## src/hdl/rmc_defs.svh

```systemverilog
/*
  register offsets, field positions and reset values of the regulator
  mode control register bank.
  assumes it is included by bare name from the package and the modules.
*/
// Contract
// - startup sequencer reloads each buck mode field from its sequencer enable bit (aps or off).
// - a buck enabled by the sequencer gets auto pulse-skip mode.
// - buck 1a: mode 3-0 (0xa), hold 4, user-off 5, speed 7-6 (0x1).
// - buck two: mode 17-14 (0xa), hold 18, user-off 19, speed 21-20; 13-8 unused.
// - buck three: mode 3-0 (0xa), hold 4, user-off 5; hold/off on power-off only.
// - buck 4a: mode 9-6 (0xa), hold 10, user-off 11.
// - buck 4b: mode 15-12 (0xa), hold 16, user-off 17.
// - buck five: mode 21-18 (0xa), hold 22, user-off 23.
// - usb supply enable bit 3 resets to 1 and is forced 1 on invalid vbus.
// - bit 11 reflects pass device strap for general linear two.
// - bit 17 reflects the same strap for the usb aux linear.
// - boost standby mode 6-5 and normal mode 3-2 reset to 0x2; 1-0 not reset.
// - linear standby-control bits 1,5,13,16,19 clear on system reset.
// - bit 2 selects usb bus role and is untouched by register reset.
// - voltage select fields 2-0,5-4,8-6,10-9,12-11; bits 3 and 23-13 unused.
`ifndef RMC_DEFS_SVH
`define RMC_DEFS_SVH
`define RMC_AW          8
`define RMC_DW          24
`define RMC_OFF_BUCK2   8'h1c
`define RMC_OFF_BUCK3   8'h1d
`define RMC_OFF_LVSEL   8'h1e
`define RMC_OFF_BOOST   8'h1f
`define RMC_OFF_LMODE   8'h20
`define RMC_MODE_DEF    4'ha
`define RMC_MODE_APS    4'h8
`define RMC_MODE_OFF    4'h0
`define RMC_SPEED_DEF   2'h1
`define RMC_BST_DEF     2'h2
// writable masks; spare bits 4 and 7 of boost are plain storage
`define RMC_MASK_BUCK2  24'hffc0ff
`define RMC_MASK_BUCK3  24'hffffff
`define RMC_MASK_LVSEL  24'h001ff7
`define RMC_MASK_BOOST  24'h0000ff
`define RMC_MASK_LMODE  24'h1ffc7f
// bits loaded with their reset values by system reset (mode/speed/standby fields)
`define RMC_SYS_BUCK2   24'hffc0cf
`define RMC_SYS_BUCK3   24'h3cf3cf
`define RMC_SYS_BOOST   24'h0000fc
`define RMC_SYS_LMODE   24'h19606a
// bits cleared by power-off reset (hold and user-off)
`define RMC_OFF_MASK2   24'h0c0030
`define RMC_OFF_MASK3   24'hc30c30
`define RMC_RST_BUCK2   24'h52804a
`define RMC_RST_BUCK3   24'h28a28a
`define RMC_RST_BOOST   24'h000048
`define RMC_RST_LMODE   24'h000008
`define RMC_BIT_USBON   3
`define RMC_BIT_USBROLE 2
`define RMC_BIT_G2PASS  11
`define RMC_BIT_U2PASS  17
`endif

```

## src/hdl/rmc_pkg.sv

```systemverilog
/*
  types of the regulator mode control register bank.
  assumes rmc_defs.svh is on the include path.
*/
`include "rmc_defs.svh"
package rmc_pkg;
  typedef struct packed {
    logic [`RMC_AW-1:0] addr;
    logic [`RMC_DW-1:0] wdata;
    logic               wr;
    logic               rd;
  } rmc_req_t;
  typedef struct packed {
    logic       load;
    logic [5:0] buck_on;
    logic [7:0] lvsel;
    logic [1:0] boost_set;
    logic [6:0] lin_on;
    logic       usb_role;
  } rmc_seq_t;
  typedef enum logic [1:0] {
    RMC_SEQ_IDLE = 2'b00,
    RMC_SEQ_LOAD = 2'b01,
    RMC_SEQ_DONE = 2'b10
  } rmc_seq_state_t;
endpackage

```

## src/hdl/rmc_strap_load.sv

```systemverilog
/*
  holds a one-shot start-up load pulse: the sequencer's request is taken
  once after system reset release, together with the pass strap level.
  assumes strap and request are synchronous to clk.
*/
`timescale 1ns/1ns
module rmc_strap_load (
  input  wire logic clk,
  input  wire logic rst,
  input  wire logic seq_req,
  input  wire logic strap_in,
  output logic      load_pulse,
  output logic      strap_reg
);
  import rmc_pkg::*;
  rmc_seq_state_t state_reg;
  always_ff @(posedge clk or posedge rst) begin
    if (rst) begin
      state_reg <= RMC_SEQ_IDLE;
    end else begin
      case (state_reg)
        RMC_SEQ_IDLE: if (seq_req) state_reg <= RMC_SEQ_LOAD;
        RMC_SEQ_LOAD: state_reg <= RMC_SEQ_DONE;
        default:      state_reg <= RMC_SEQ_DONE;
      endcase
    end
  end
  // strap caught by a clocked process, never by the reset itself
  always_ff @(posedge clk or posedge rst) begin
    if (rst) begin
      strap_reg <= 1'b0;
    end else if (state_reg == RMC_SEQ_IDLE && seq_req) begin
      strap_reg <= strap_in;
    end
  end
  assign load_pulse = (state_reg == RMC_SEQ_LOAD);
endmodule

```

## src/hdl/rmc_regs.sv

```systemverilog
/*
  regulator mode control register bank: five 24-bit registers with a
  system reset, a power-off reset and start-up sequencer loading.
  assumes a simple strobe port; read data appear one cycle after rd.
*/
`timescale 1ns/1ns
`include "rmc_defs.svh"
module rmc_regs (
  input  wire logic             clk,
  input  wire logic             rst,
  input  wire logic             power_off_rst,
  input  wire rmc_pkg::rmc_req_t bus,
  input  wire rmc_pkg::rmc_seq_t seq,
  input  wire logic             seq_req,
  input  wire logic             pass_device_strap,
  input  wire logic             vbus_invalid,
  output logic [`RMC_DW-1:0]    rdata,
  output logic [`RMC_DW-1:0]    buck_pair_mode_ctrl,
  output logic [`RMC_DW-1:0]    buck_trio_mode_ctrl,
  output logic [`RMC_DW-1:0]    linear_voltage_select,
  output logic [`RMC_DW-1:0]    boost_ctrl,
  output logic [`RMC_DW-1:0]    linear_mode_ctrl,
  output logic                  load_done
);
  import rmc_pkg::*;

  logic [`RMC_DW-1:0] b2_reg;
  logic [`RMC_DW-1:0] b3_reg;
  logic [`RMC_DW-1:0] lv_reg;
  logic [`RMC_DW-1:0] bst_reg;
  logic [`RMC_DW-1:0] lm_reg;
  logic [`RMC_DW-1:0] rdata_next;
  logic               load_pulse;
  logic               strap_reg;
  logic [`RMC_DW-1:0] wd;
  logic               w_b2;
  logic               w_b3;
  logic               w_lv;
  logic               w_bst;
  logic               w_lm;

  rmc_strap_load u_load (
    .clk        (clk),
    .rst        (rst),
    .seq_req    (seq_req),
    .strap_in   (pass_device_strap),
    .load_pulse (load_pulse),
    .strap_reg  (strap_reg)
  );

  function automatic logic [`RMC_DW-1:0] merge(
    input logic [`RMC_DW-1:0] old_v,
    input logic [`RMC_DW-1:0] new_v,
    input logic [`RMC_DW-1:0] mask);
    merge = (old_v & ~mask) | (new_v & mask);
  endfunction

  // aps for an enabled buck, off otherwise
  function automatic logic [3:0] seq_mode(input logic on);
    seq_mode = on ? `RMC_MODE_APS : `RMC_MODE_OFF;
  endfunction

  assign wd = bus.wdata;

  always_comb begin
    w_b2  = 1'b0;
    w_b3  = 1'b0;
    w_lv  = 1'b0;
    w_bst = 1'b0;
    w_lm  = 1'b0;
    if (!bus.wr) begin
      w_b2 = 1'b0;
    end else if (bus.addr == `RMC_OFF_BUCK2) begin
      w_b2 = 1'b1;
    end else if (bus.addr == `RMC_OFF_BUCK3) begin
      w_b3 = 1'b1;
    end else if (bus.addr == `RMC_OFF_LVSEL) begin
      w_lv = 1'b1;
    end else if (bus.addr == `RMC_OFF_BOOST) begin
      w_bst = 1'b1;
    end else if (bus.addr == `RMC_OFF_LMODE) begin
      w_lm = 1'b1;
    end
  end

  // system-reset fields of the first buck register; hold/off kept apart
  always_ff @(posedge clk or posedge rst) begin
    if (rst) begin
      b2_reg <= `RMC_RST_BUCK2;
    end else if (load_pulse) begin
      b2_reg[3:0]   <= seq_mode(seq.buck_on[0]);
      b2_reg[17:14] <= seq_mode(seq.buck_on[1]);
    end else if (w_b2) begin
      b2_reg <= merge(b2_reg, wd, `RMC_SYS_BUCK2);
    end
  end

  logic [`RMC_DW-1:0] off_reg;
  // hold and user-off bits of the first buck register, power-off reset only
  always_ff @(posedge clk or posedge power_off_rst) begin
    if (power_off_rst) begin
      off_reg <= '0;
    end else if (w_b2) begin
      off_reg <= merge(off_reg, wd, `RMC_OFF_MASK2);
    end
  end

  always_ff @(posedge clk or posedge rst) begin
    if (rst) begin
      b3_reg <= `RMC_RST_BUCK3;
    end else if (load_pulse) begin
      b3_reg[3:0]   <= seq_mode(seq.buck_on[2]);
      b3_reg[9:6]   <= seq_mode(seq.buck_on[3]);
      b3_reg[15:12] <= seq_mode(seq.buck_on[4]);
      b3_reg[21:18] <= seq_mode(seq.buck_on[5]);
    end else if (w_b3) begin
      b3_reg <= merge(b3_reg, wd, `RMC_SYS_BUCK3);
    end
  end

  // second register's hold/off pairs kept apart so a write there
  // never disturbs the first register's pairs
  logic [`RMC_DW-1:0] b2_view;
  logic [`RMC_DW-1:0] b3_view;
  logic [`RMC_DW-1:0] b3_off;
  always_ff @(posedge clk or posedge power_off_rst) begin
    if (power_off_rst) begin
      b3_off <= '0;
    end else if (w_b3) begin
      b3_off <= merge(b3_off, wd, `RMC_OFF_MASK3);
    end
  end
  assign b2_view = (b2_reg & `RMC_SYS_BUCK2 & ~`RMC_OFF_MASK2)
                 | (off_reg & `RMC_OFF_MASK2);
  assign b3_view = (b3_reg & ~`RMC_OFF_MASK3) | (b3_off & `RMC_OFF_MASK3);

  // voltage selects: cleared by system reset, sequencer loads bits 12-11 and 9-4
  always_ff @(posedge clk or posedge rst) begin
    if (rst) begin
      lv_reg <= '0;
    end else if (load_pulse) begin
      lv_reg <= merge(lv_reg, {11'h0, seq.lvsel[7:6], 1'b0, seq.lvsel[5:0],
                               4'h0}, `RMC_MASK_LVSEL);
    end else if (w_lv) begin
      lv_reg <= merge(lv_reg, wd, `RMC_MASK_LVSEL);
    end
  end

  // boost output setting is not touched by reset
  logic [1:0] bst_set_reg;
  always_ff @(posedge clk) begin
    if (load_pulse) begin
      bst_set_reg <= seq.boost_set;
    end else if (w_bst) begin
      bst_set_reg <= wd[1:0];
    end
  end
  always_ff @(posedge clk or posedge rst) begin
    if (rst) begin
      bst_reg <= `RMC_RST_BOOST;
    end else if (w_bst) begin
      bst_reg <= merge(bst_reg, wd, `RMC_SYS_BOOST);
    end
  end

  // usb role bit survives register reset
  logic usb_role_reg;
  always_ff @(posedge clk) begin
    if (load_pulse) begin
      usb_role_reg <= seq.usb_role;
    end else if (w_lm) begin
      usb_role_reg <= wd[`RMC_BIT_USBROLE];
    end
  end

  // system-reset fields of the linear mode register
  always_ff @(posedge clk or posedge rst) begin
    if (rst) begin
      lm_reg <= `RMC_RST_LMODE;
    end else begin
      if (w_lm && !load_pulse) begin
        lm_reg <= merge(lm_reg, wd, `RMC_SYS_LMODE);
      end
      // invalid vbus wins over a software write
      if (vbus_invalid) begin
        lm_reg[`RMC_BIT_USBON] <= 1'b1;
      end
    end
  end

  // enables and pass selects survive reset; the sequencer loads them
  logic [`RMC_DW-1:0] lm_keep_reg;
  always_ff @(posedge clk) begin
    if (load_pulse) begin
      lm_keep_reg[0]  <= seq.lin_on[0];
      lm_keep_reg[4]  <= seq.lin_on[1];
      lm_keep_reg[10] <= seq.lin_on[2];
      lm_keep_reg[12] <= seq.lin_on[3];
      lm_keep_reg[15] <= seq.lin_on[4];
      lm_keep_reg[18] <= seq.lin_on[5];
      lm_keep_reg[`RMC_BIT_G2PASS] <= strap_reg;
      lm_keep_reg[`RMC_BIT_U2PASS] <= strap_reg;
    end else if (w_lm) begin
      lm_keep_reg <= merge(lm_keep_reg, wd,
                           `RMC_MASK_LMODE & ~`RMC_SYS_LMODE);
    end
  end

  assign buck_pair_mode_ctrl   = b2_view;
  assign buck_trio_mode_ctrl   = b3_view;
  assign linear_voltage_select = lv_reg & `RMC_MASK_LVSEL;
  assign boost_ctrl = (bst_reg & `RMC_SYS_BOOST) | {22'h0, bst_set_reg};
  assign linear_mode_ctrl = (((lm_reg & `RMC_SYS_LMODE)
                            | (lm_keep_reg & `RMC_MASK_LMODE
                               & ~`RMC_SYS_LMODE))
                            & ~(24'h1 << `RMC_BIT_USBROLE))
                          | ({23'h0, usb_role_reg} << `RMC_BIT_USBROLE);

  always_comb begin
    rdata_next = '0; // unmapped reads as zero
    if (!bus.rd) begin
      rdata_next = '0;
    end else if (bus.addr == `RMC_OFF_BUCK2) begin
      rdata_next = buck_pair_mode_ctrl;
    end else if (bus.addr == `RMC_OFF_BUCK3) begin
      rdata_next = buck_trio_mode_ctrl;
    end else if (bus.addr == `RMC_OFF_LVSEL) begin
      rdata_next = linear_voltage_select;
    end else if (bus.addr == `RMC_OFF_BOOST) begin
      rdata_next = boost_ctrl;
    end else if (bus.addr == `RMC_OFF_LMODE) begin
      rdata_next = linear_mode_ctrl;
    end
  end
  always_ff @(posedge clk or posedge rst) begin
    if (rst) begin
      rdata <= '0;
    end else begin
      rdata <= rdata_next;
    end
  end
  always_ff @(posedge clk or posedge rst) begin
    if (rst) begin
      load_done <= 1'b0;
    end else if (load_pulse) begin
      load_done <= 1'b1;
    end
  end

  rst_defaults_a: assert property (
    @(posedge clk) disable iff (rst)
    $fell(rst) |-> buck_pair_mode_ctrl[3:0] == `RMC_MODE_DEF)
    else $error("buck 1a mode not at default");
  unused_zero_a: assert property (
    @(posedge clk) disable iff (rst)
    buck_pair_mode_ctrl[13:8] == 6'h0)
    else $error("unused bits not zero");
  seq_aps_a: assert property (
    @(posedge clk) disable iff (rst)
    load_pulse && seq.buck_on[2] |=> b3_view[3:0] == `RMC_MODE_APS)
    else $error("enabled buck not aps");
  seq_load_a: assert property (
    @(posedge clk) disable iff (rst)
    load_pulse |=> b2_view[17:14] == seq_mode($past(seq.buck_on[1])))
    else $error("buck two mode not loaded");
  usb_force_a: assert property (
    @(posedge clk) disable iff (rst)
    vbus_invalid |=> linear_mode_ctrl[`RMC_BIT_USBON])
    else $error("usb supply not forced on");
  pass_strap_a: assert property (
    @(posedge clk) disable iff (rst)
    load_pulse |=> linear_mode_ctrl[`RMC_BIT_G2PASS] == strap_reg
      && linear_mode_ctrl[`RMC_BIT_U2PASS] == strap_reg)
    else $error("pass select differs from strap");
  boost_mode_a: assert property (
    @(posedge clk) disable iff (rst)
    $fell(rst) |-> boost_ctrl[3:2] == `RMC_BST_DEF
      && boost_ctrl[6:5] == `RMC_BST_DEF)
    else $error("boost modes not at default");
  lv_unused_a: assert property (
    @(posedge clk) disable iff (rst)
    linear_voltage_select[3] == 1'b0
      && linear_voltage_select[23:13] == 11'h0)
    else $error("voltage select unused bits set");
  stby_clear_a: assert property (
    @(posedge clk) disable iff (rst)
    $fell(rst) |-> linear_mode_ctrl[19] == 1'b0
      && linear_mode_ctrl[1] == 1'b0)
    else $error("standby control not cleared");
endmodule

```

## config.mk

```make
export PLATFORM = sky130hd
export DESIGN_NAME = rmc_regs
export DESIGN_NICKNAME = d
export VERILOG_FILES = /design/src/hdl/rmc_pkg.sv /design/src/hdl/rmc_strap_load.sv /design/src/hdl/rmc_regs.sv
export VERILOG_INCLUDE_DIRS = /design/src /design/src/hdl
export SDC_FILE = /design/constraint.sdc
export NUM_CORES = 1
export LEC_CHECK = 0
export ABC_AREA = 1
export CAP_MARGIN = 20
export CELL_PAD_IN_SITES_DETAIL_PLACEMENT = 1
export CELL_PAD_IN_SITES_GLOBAL_PLACEMENT = 2
export CORE_UTILIZATION = 38
export CTS_BUF_LIST = sky130_fd_sc_hd__clkbuf_16
export CTS_CLUSTER_DIAMETER = 120
export DETAILED_ROUTE_END_ITERATION = 8
export DONT_BUFFER_PORTS = 1
export GPL_TIMING_DRIVEN = 0
export PLACE_DENSITY_LB_ADDON = 0.3
export RECOVER_POWER = 50
export REMOVE_ABC_BUFFERS = 1
export SYNTH_ARGS = -nofsm -noshare
export SYNTH_HDL_FRONTEND = slang
export SYNTH_SLANG_ARGS = --single-unit
export TNS_END_PERCENT = 5
```

## constraint.sdc

```tcl
create_clock -name clk -period 3.5 [get_ports clk]
set_clock_uncertainty 0.1 [all_clocks]
set_input_delay 0.175 -clock clk [delete_from_list [all_inputs] [get_ports clk]]
set_output_delay 0.175 -clock clk [all_outputs]
set_load 0.05 [all_outputs]
```

==> results of run 1 <==
==> Yosys cell counts, drive strengths merged <==
master,number
edfxtp,11
dfstp,18
a31oi,3
nor2,21
o22ai,5
nand3,58
dfrtp,79
conb,1
a21oi,15
inv,62
clkbuf,5
or2,3
o21a,4
nand4,1
nand2,195
buf,58
o21ai,62
o211ai,3
==> worst max-delay path: stages, from the launching register on <==
cell and delay [ps]:
dfrtp_1 410, nor2_4 610, inv_2 490, nand2_2 460, inv_1 180, nand2_1 90, nand3_1 50, dlygate4sd3_1 550
==> worst paths after layout <==
kind	cells after the start	start	slack [ps]	to
max reg2reg	7	u_load.state_reg[1]$_DFFE_PP0P_	440	b2_reg[17]$_DFFE_PP1P_
max	7	u_load.state_reg[1]$_DFFE_PP0P_	440	b2_reg[17]$_DFFE_PP1P_
min	2	bus[0]	10	rdata[12]$_DFF_PP0_
min reg2reg	2	u_load.state_reg[0]$_DFFE_PP0P_	410	u_load.state_reg[1]$_DFFE_PP0P_
min in group asynchronous	2	power_off_rst	250	b3_off[23]$_DFFE_PP0N_
max in group asynchronous	3	rst	790	b3_reg[8]$_DFFE_PP0P_
==> where the power goes <==
| part | internal [mW] | total [mW] | switching [mW] |
|---|---|---|---|
| combinational | 0.117 | 0.350 | 0.233 |
| sequential | 1.39 | 1.84 | 0.454 |
| clock | 0.618 | 1.08 | 0.464 |
==> cell type report <==
cell class | count | area, um2 | share of cell area (%)
tap | 176 | 220 | 3.66
inverter | 62 | 234 | 3.89
timing repair buffer | 58 | 576 | 9.56
multi-input combinational | 410 | 1900 | 31.6
clock buffer | 9 | 225 | 3.74
clock inverter | 7 | 81.3 | 1.35
sequential | 108 | 2780 | 46.2
==> metal layers <==
| layer | wire length [um] | global-route usage [%] | vias to the layer above | part of all wire, % |
|---|---|---|---|---|
| li1 | - | - | 1937 | - |
| met1 | 6630 | 28.4 | 2118 | 40 |
| met2 | 8450 | 42.4 | 163 | 51 |
| met3 | 1270 | 6.94 | 20 | 7.6 |
| met4 | 330 | 9.10 | 0 | 2.0 |
| met5 | 0 | 0 | - | 0 |
==> through the flow <==
| step | hold WS, ps | power [mW] | instance area, um2 | std cells | worst slack [ps] |
|---|---|---|---|---|---|
| floorplan | -60.3 | 2.07 | 4920 | 580 | 1060 |
| global placement | 66.4 | 2.13 | 5140 | 756 | -104 |
| detailed placement | -6.81 | 2.15 | 5170 | 757 | 930 |
| CTS | 17.6 | 3.31 | 6040 | 830 | 406 |
| global route | 46.6 | 3.41 | 6020 | 830 | 264 |
| finish | 14.2 | 3.28 | 6020 | 830 | 444 |
==> cell families (layout without fill, tap and decap cells) <==
group | Yosys count | count (layout) | share of synthesized area, %
AND/OR/NAND/NOR | 278 | 278 | 23.6
other | 1 | 40 | 0.0718
AO/OA/AOI/OAI | 92 | 92 | 9.99
buffers and inverters | 125 | 136 | 13.1
flip-flops | 108 | 108 | 53.2
==> summary.md, run 1 <==
| Metric | Value |
|---|---|
| Post-DP HPWL | `approximately 11000 um` |
| Fin. max-slew vios | `34` |
| # Max-Cap Violations | `1` |
| Setup TNS | `0 ps` |
| Row Count | `42` |
| Failing checks | `max-capacitance violations, max-slew violations` |
| Unique cell type count in the Yosys netlist | `30` |
| IR drop worst, VDD | `0.357 mV` |
| NumNets Final | `between 700 and 800` |
| Total die area | `between 0.01 and 0.015 mm2` |
| Via/cell ratio | `5.11` |
| DRC viols | `0` |
| Max reg flops | `24` |
| Most common cell after layout, fill and taps aside | `nand2_1` |
| Mapped Avg Cell Area | `approximately 8.6 um2` |
| Max Clock Freq | `approximately 330 MHz` |
| Main area contributors after synthesis | `dfrtp_1 (38%), nand2_1 (13%), dfstp_2 (9.1%)` |
| Initial antenna violation count | `0` |
| H-tree depth | `3` |
| Setup Buffers After CTS | `0` |
| Arr. time, crit path | `around 3200 ps` |
| Total Routed Length | `roughly 17000 um` |
| Vias post-DR | `approximately 4200` |
| Setup CP Type | `register to register` |
| Worst Hold Class | `input pin to register` |
| Core Footprint | `roughly 0.013 mm2` |
| Relative slew margins | `-2.64%` |
| Crit-path max FO | `29` |
| Mapped Cells | `~600` |
| Lkg Pwr | `between 2 and 3 nW` |
| Total routing usage reported by global routing | `approximately 24%` |
| Number of hold buffers added after CTS | `57` |
| Final Cycle Share | `just under 90%` |
| CTS tree | `built` |
| Cell taking the most area after synthesis | `dfrtp_1` |
| Die height | `around 120 um` |
| Routed Antenna Nets | `0` |
| RSZ-0062 raised after global routing | `no` |
| Tmin final | `a little over 3000 ps` |
| Area grow syn2layout | `15.3%` |
| Register area share after synthesis | `53.2%` |
| Pre-antenna DRT Iters | `4` |
| # setup viols final | `0` |
| TritonCTS Buffers | `9` |
| Clk root buf | `clkbuf_16` |
| Post-Syn Area | `roughly 0.0052 mm2` |
| Post-CTS sizing | `0` |
| I/O pins | `between 200 and 250` |
| PortBufs | `0` |
| Final hold viol count | `0` |
| CP endpoint kind | `register` |
| CTS sink count | `108` |
| YS warnings | `0` |
| Top cell type's share of synthesized area | `a little under two fifths` |
| Status | `finished with violations` |
| Max clock buf depth | `2` |
| Pwr/cell area | `approximately 540 mW/mm2` |
| Commonest cells after routing, fill and taps aside | `nand2_1 (186), dfrtp_1 (79), nand3_1 (57), dlygate4sd3_1 (57), inv_1 (54)` |
| DR iter-0 viols | `between 200 and 250` |
| Slew @ Worst Pin | `roughly 1500 ps` |
| Worst Setup Start Kind | `register` |
| Via count of the first global-routing pass | `around 4400` |
| Reg clk slew, reported paths | `roughly 70 ps` |
| Die width | `approximately 120 um` |
| Clk_lat worst skew | `about 350 ps` |
| WL per Instance | `roughly 20 um` |
| Filler instances | `1558` |
| CP Data Required Time | `approximately 3700 ps` |
| Largest net degree at the start of global routing | `54` |
| Placer Congestion | `between 0.7 and 0.8` |
| Initial core utilization | `roughly two fifths` |
| Diode count | `0` |
| Share of layout cells above drive strength 1 | `10.7%` |
| First-pass GRT wire length | `approximately 26000 um` |
| Final Util | `between 40% and 50%` |
| Grt total ovfl | `0` |
| #FFs+latches synth | `108` |
(Power assumes the default switching activity.)
==> run 2, diff against run 1 <==
--- a/config.mk
+++ b/config.mk
@@ -10,7 +10,7 @@
 export CAP_MARGIN = 20
 export CELL_PAD_IN_SITES_DETAIL_PLACEMENT = 1
 export CELL_PAD_IN_SITES_GLOBAL_PLACEMENT = 2
-export CORE_UTILIZATION = 38
+export CORE_UTILIZATION = 25
 export CTS_BUF_LIST = sky130_fd_sc_hd__clkbuf_16
 export CTS_CLUSTER_DIAMETER = 120
 export DETAILED_ROUTE_END_ITERATION = 8
==> run 2 against run 1 <==
Die area increased by 51%. Sequential share of layout area down 0.89 points. Power shrank 0.85%. Largest cell class unchanged. Worst setup slack got worse by 250 ps. Non-clock buffer count is 1 higher. Design area increased by 2.0%. Combinational power is essentially flat. Global-route usage fell by 6.3 points. Core utilization fell by 15 points. Critical path type unchanged. Sequential cell count did not move. Register-to-register slack got worse by 250 ps. The flow still finishes with violations (max-capacitance violations, max-slew violations). Via count is essentially flat.
==> summary.md, run 2 (synthesis gave the netlist of run 1 again) <==
| Metric | Value |
|---|---|
| Post-DP HPWL | `between 10000 and 15000 um` |
| CTS sink count | `~110` |
| Pwr/cell area | `~530 mW/mm2` |
| Setup slack after layout | `between 150 and 200 ps` |
| Final Cycle Share | `94.6%` |
| Largest net degree at the start of global routing | `47` |
| Via count of the first global-routing pass | `about 4500` |
| Vias post-DR | `4237` |
| Filler instances | `between 2000 and 2500` |
| Max clock buf depth | `2` |
| Worst Setup Start Kind | `register` |
| H-tree depth | `3` |
| CP Data Required Time | `3690 ps` |
| Diode count | `0` |
| I/O pins | `between 200 and 250` |
| Total routing usage reported by global routing | `18.1%` |
| Via/cell ratio | `4.58` |
| First-pass GRT wire length | `roughly 29000 um` |
| Most common cell after layout, fill and taps aside | `nand2_1` |
| # Max-Cap Violations | `1` |
| Initial core utilization | `between 20% and 30%` |
| Status | `finished with violations` |
| IR drop worst, VDD | `between 0.2 and 0.3 mV` |
| DR iter-0 viols | `between 150 and 200` |
| Setup CP Type | `register to register` |
| Setup Buffers After CTS | `0` |
| Setup TNS | `0 ps` |
| CP endpoint kind | `register` |
| Final hold viol count | `0` |
| Clk_lat worst skew | `about 360 ps` |
| Reg clk slew, reported paths | `80 ps` |
| Placer Congestion | `around 0.8` |
| Share of layout cells above drive strength 1 | `about 11%` |
| Tmin final | `3310 ps` |
| Worst Hold Class | `input pin to register` |
| NumNets Final | `slightly above 700` |
| Area grow syn2layout | `17.6%` |
| RSZ-0062 raised after global routing | `no` |
| WL per Instance | `just over 20 um` |
| Crit-path max FO | `29` |
| Pre-antenna DRT Iters | `4` |
| Initial antenna violation count | `0` |
| CTS tree | `built` |
| Total Routed Length | `roughly 19000 um` |
| Final instance area | `0.00614 mm2` |
| Post-CTS sizing | `0` |
| Clk root buf | `clkbuf_16` |
| Grt total ovfl | `0` |
| Area occupied by multi-input gates | `between 0.0015 and 0.002 mm2` |
| Routed Antenna Nets | `0` |
| Number of hold buffers added after CTS | `57` |
| Core Footprint | `~0.02 mm2` |
| DRC viols | `0` |
| Row Count | `52` |
| Commonest cells after routing, fill and taps aside | `nand2_1 (186), dfrtp_1 (79), nand3_1 (57), dlygate4sd3_1 (57), inv_1 (55)` |
| Setup Slack @ Placement | `~700 ps` |
| Slew @ Worst Pin | `2260 ps` |
| Storage element area | `approximately 0.0028 mm2` |
| Placed inst area | `0.00529 mm2` |
| # setup viols final | `0` |
| Worst path slowest cell | `nor2_4` |
| PortBufs | `0` |
| Max Clock Freq | `slightly above 300 MHz` |
| Sequence of cells on the critical path | `nor2_4 -> inv_2 -> nand2_2 -> inv_1 -> nand2_1 -> nand3_1 -> dlygate4sd3_1` |
| Arr. time, crit path | `~3500 ps` |
| Relative slew margins | `-51.3%` |
| Delay of the slowest critical-path stage | `between 600 and 700 ps` |
| Lkg Pwr | `2.87 nW` |
| Max reg flops | `24` |
| Total die area | `about 0.021 mm2` |
| Die height | `around 150 um` |
| Die width | `around 150 um` |
| TritonCTS Buffers | `9` |
| Failing checks | `max-capacitance violations, max-slew violations` |
| Fin. max-slew vios | `47` |
## run 2: cell types whose count changed in the layout (fill, tap and decap cells not counted), moves of 2 or more
cell,before,now
clkinv_2,2,0
inv_6,0,2
bufinv_16,2,0
clkinv_1,3,0
clkinv_4,0,2
## run 2: stage by stage
step / hold WS (ps) / util, % / instances / power (mW)
after detailed placement: 90.0 / 26.0 / 852 / 2.16
final: 1.23 / 30.1 / 925 / 3.25
after floorplan: -60.3 / - / 580 / 2.07
after global placement: 107 / 25.8 / 850 / 2.14
after CTS: 7.35 / 30.2 / 925 / 3.29
after global routing: 4.62 / 30.1 / 925 / 3.38
## run 2: routing by layer
| layer | wire [um] | vias to the layer above | share of wire, % | global-route usage [%] |
|---|---|---|---|---|
| li1 | - | 1934 | - | - |
| met1 | 8280 | 2140 | 44 | 22.3 |
| met2 | 9410 | 147 | 49 | 31.2 |
| met3 | 1110 | 16 | 5.8 | 4.34 |
| met4 | 225 | 0 | 1.2 | 5.21 |
| met5 | 0 | - | 0 | 0 |
## run 2: critical path: cells and delay by family (launching register included)
| kind | cells | cell delay, ps |
|---|---|---|
| DFF | 1 | 410 |
| and+or+nand+nor | 4 | 1380 |
| buffers and inverters | 3 | 1330 |
## run 2: cell type report
class | instances | area share, %
Sequential cell | 108 | 45.3
Timing Repair Buffer | 59 | 9.56
Clock inverter | 6 | 0.754
Inverter | 62 | 3.81
Clock buffer | 10 | 4.08
Tap cell | 270 | 5.50
Multi-Input combinational cell | 410 | 31.0
## run 2: path summary, 6_finish.rpt
path / from / endpoint / slack, ps / depth (start not counted)
setup / recovery: u_load.state_reg[1]$_DFFE_PP0P_ / b2_reg[17]$_DFFE_PP1P_ / 190 / 7
hold / removal: bus[0] / rdata[21]$_DFF_PP0_ / 1 / 2
setup reg to reg: u_load.state_reg[1]$_DFFE_PP0P_ / b2_reg[17]$_DFFE_PP1P_ / 190 / 7
hold reg to reg: u_load.state_reg[0]$_DFFE_PP0P_ / u_load.state_reg[1]$_DFFE_PP0P_ / 390 / 2
max in group asynchronous: rst / rdata[5]$_DFF_PP0_ / 650 / 3
min in group asynchronous: power_off_rst / off_reg[18]$_DFFE_PP0P_ / 240 / 2
## run 2: power breakdown
part / total, mW / switching, mW / internal [mW]
Combinational: 0.353 / 0.236 / 0.117
Clock: 1.05 / 0.515 / 0.533
Sequential: 1.85 / 0.456 / 1.39
==> run 3, diff against run 2 <==
--- a/config.mk
+++ b/config.mk
@@ -17,7 +17,7 @@
 export DONT_BUFFER_PORTS = 1
 export GPL_TIMING_DRIVEN = 0
 export PLACE_DENSITY_LB_ADDON = 0.3
-export RECOVER_POWER = 50
+export RECOVER_POWER = 100
 export REMOVE_ABC_BUFFERS = 1
 export SYNTH_ARGS = -nofsm -noshare
 export SYNTH_HDL_FRONTEND = slang
==> run 3 against run 2 <==
The run still ends with max-capacitance violations, max-slew violations left. Power decreased by 0.63%. Maximum frequency increased by 3.7%. Sequential power about the same. Highest routed layer unchanged. Critical endpoint unchanged.
==> summary.md, run 3 (synthesis gave the netlist of run 1 again) <==
| Metric | Value |
|---|---|
| Relative slew margins | `-49.0%` |
| Worst path slowest cell | `nor2_4` |
| Diode count | `0` |
| Share of layout cells above drive strength 1 | `around 5.8%` |
| Worst Hold Class | `input pin to register` |
| CTS tree | `built` |
| RSZ-0062 raised after global routing | `no` |
| Cell family with most CP delay | `simple AND/OR/NAND/NOR gates` |
| Sequence of cells on the critical path | `nor2_4 -> inv_2 -> nand2_2 -> inv_1 -> nand2_1 -> nand3_1 -> dlygate4sd3_1` |
| Final Cycle Share | `around nine tenths` |
| Most common cell after layout, fill and taps aside | `nand2_1` |
| # placed instances | `approximately 850` |
| Die width | `~150 um` |
| Slew @ Worst Pin | `2220 ps` |
| IR drop worst, VDD | `roughly 0.25 mV` |
| Clk_lat worst skew | `roughly 360 ps` |
| Reg clk slew, reported paths | `~80 ps` |
| Row Count | `52` |
| Max clock buf depth | `2` |
| Die height | `147 um` |
| DR iter-0 viols | `around 180` |
| Post-CTS sizing | `0` |
| Worst Setup Start Kind | `register` |
| Initial core utilization | `between 20% and 30%` |
| Total Routed Length | `19000 um` |
| Pre-antenna DRT Iters | `4` |
| H-tree depth | `3` |
| Crit-path max FO | `29` |
| Post-DP HPWL | `12800 um` |
| NumNets Final | `just over 700` |
| Setup CP Type | `register to register` |
| Int Power | `between 2 and 2.5 mW` |
| WL per Instance | `about 20 um` |
| Area grow syn2layout | `16.5%` |
| # Max-Cap Violations | `1` |
| I/O pins | `210` |
| Worst path bufs/invs | `3` |
| Net Sw Power | `1.20 mW` |
| Delay of the slowest critical-path stage | `between 600 and 700 ps` |
| Arr. time, crit path | `between 3000 and 4000 ps` |
| Max reg flops | `24` |
| Final Util | `29.9%` |
| Placer Congestion | `~0.79` |
| Hold WS | `about 4.3 ps` |
| Fin. max-slew vios | `between 40 and 50` |
| Failing checks | `max-capacitance violations, max-slew violations` |
| CTS sink count | `~110` |
| Clk root buf | `clkbuf_16` |
| Lkg Pwr | `about 2.9 nW` |
| DRC viols | `0` |
| CP Data Required Time | `3690 ps` |
| Total die area | `around 0.021 mm2` |
| Via/cell ratio | `4.54` |
| TritonCTS Buffers | `9` |
| Total routing usage reported by global routing | `between 10% and 20%` |
| CP endpoint kind | `register` |
| Sw Ratio | `between 30% and 40%` |
| Final hold viol count | `0` |
| PortBufs | `0` |
| Initial antenna violation count | `0` |
| Largest net degree at the start of global routing | `47` |
| Routed Antenna Nets | `0` |
| Setup Buffers After CTS | `0` |
| Tot Pwr | `between 3 and 4 mW` |
| # setup viols final | `0` |
| Tmin final | `~3200 ps` |
| Final cell count without fillers | `a little over 900` |
| Core Footprint | `just over 0.02 mm2` |
| Status | `finished with violations` |
| Grt total ovfl | `0` |
| Max Clock Freq | `between 300 and 400 MHz` |
| Commonest cells after routing, fill and taps aside | `nand2_1 (188), dfrtp_1 (79), inv_1 (58)` |
| Gate power share | `between 10% and 20%` |
| Clock group share of total power | `32.4%` |
| Via count of the first global-routing pass | `4477` |
| First-pass GRT wire length | `around 29000 um` |
| Pwr/cell area | `between 500 and 600 mW/mm2` |
| Reg power frac | `56.9%` |
| Vias post-DR | `4195` |
-- run 3: cell count changes in the layout (fill, tap and decap cells not counted), moves of 9 or more --
| cell | delta |
|---|---|
| o21ai_0 | +33 |
| o21ai_1 | -24 |
| dfstp_1 | +18 |
| dfstp_2 | -18 |
| o21ai_2 | -9 |
-- run 3: worst paths after layout --
check | slack [ps] | depth (start not counted) | to | startpoint
worst max-delay path | 310 | 7 | b2_reg[17]$_DFFE_PP1P_ | u_load.state_reg[1]$_DFFE_PP0P_
worst min-delay path | 4 | 2 | rdata[21]$_DFF_PP0_ | bus[0]
worst max register to register | 310 | 7 | b2_reg[17]$_DFFE_PP1P_ | u_load.state_reg[1]$_DFFE_PP0P_
worst min register to register | 390 | 2 | u_load.state_reg[1]$_DFFE_PP0P_ | u_load.state_reg[0]$_DFFE_PP0P_
max in group asynchronous | 680 | 3 | rdata[5]$_DFF_PP0_ | rst
min in group asynchronous | 240 | 2 | off_reg[18]$_DFFE_PP0P_ | power_off_rst
-- run 3: through the flow --
step	setup TNS (ps)	worst slack, ps	area (um2)
global placement	-19990	-305	5260
CTS	0	171	6160
global route	0	77.9	6080
floorplan	0	1060	4920
finish	0	308	6080
detailed placement	0	703	5290
-- run 3: final cells by class --
class / count / area [um2]
Multi-Input combinational cell: 410 / 1850
Sequential cell: 108 / 2780
Timing Repair Buffer: 59 / 587
Inverter: 62 / 234
Clock inverter: 6 / 46.3
Tap cell: 270 / 338
Fill cell: 2421 / 14300
Clock buffer: 10 / 250
-- run 3: power by group through the flow --
stage	sequential, mW	combinational [mW]	clock [mW]
after floorplan	1.83	0.236	0
after global placement	1.87	0.272	0
after detailed placement	1.87	0.285	0
after CTS	1.85	0.359	1.08
after global routing	1.85	0.384	1.12
final	1.84	0.345	1.05
-- run 3: per-layer routing --
layer	track usage, %	up-vias	wire length, um
met2	31.2	135	9420
li1	-	1931	-
met1	22.3	2113	8280
met3	4.34	16	1020
met5	0	-	0
met4	5.21	0	233
-- run 3: what timing repair did --
| item | in CTS | in global routing |
|---|---|---|
| endpoints found under the hold margin | 137 | 0 |
| setup endpoints to repair | 0 | 0 |
| hold buffers | 57 | 0 |
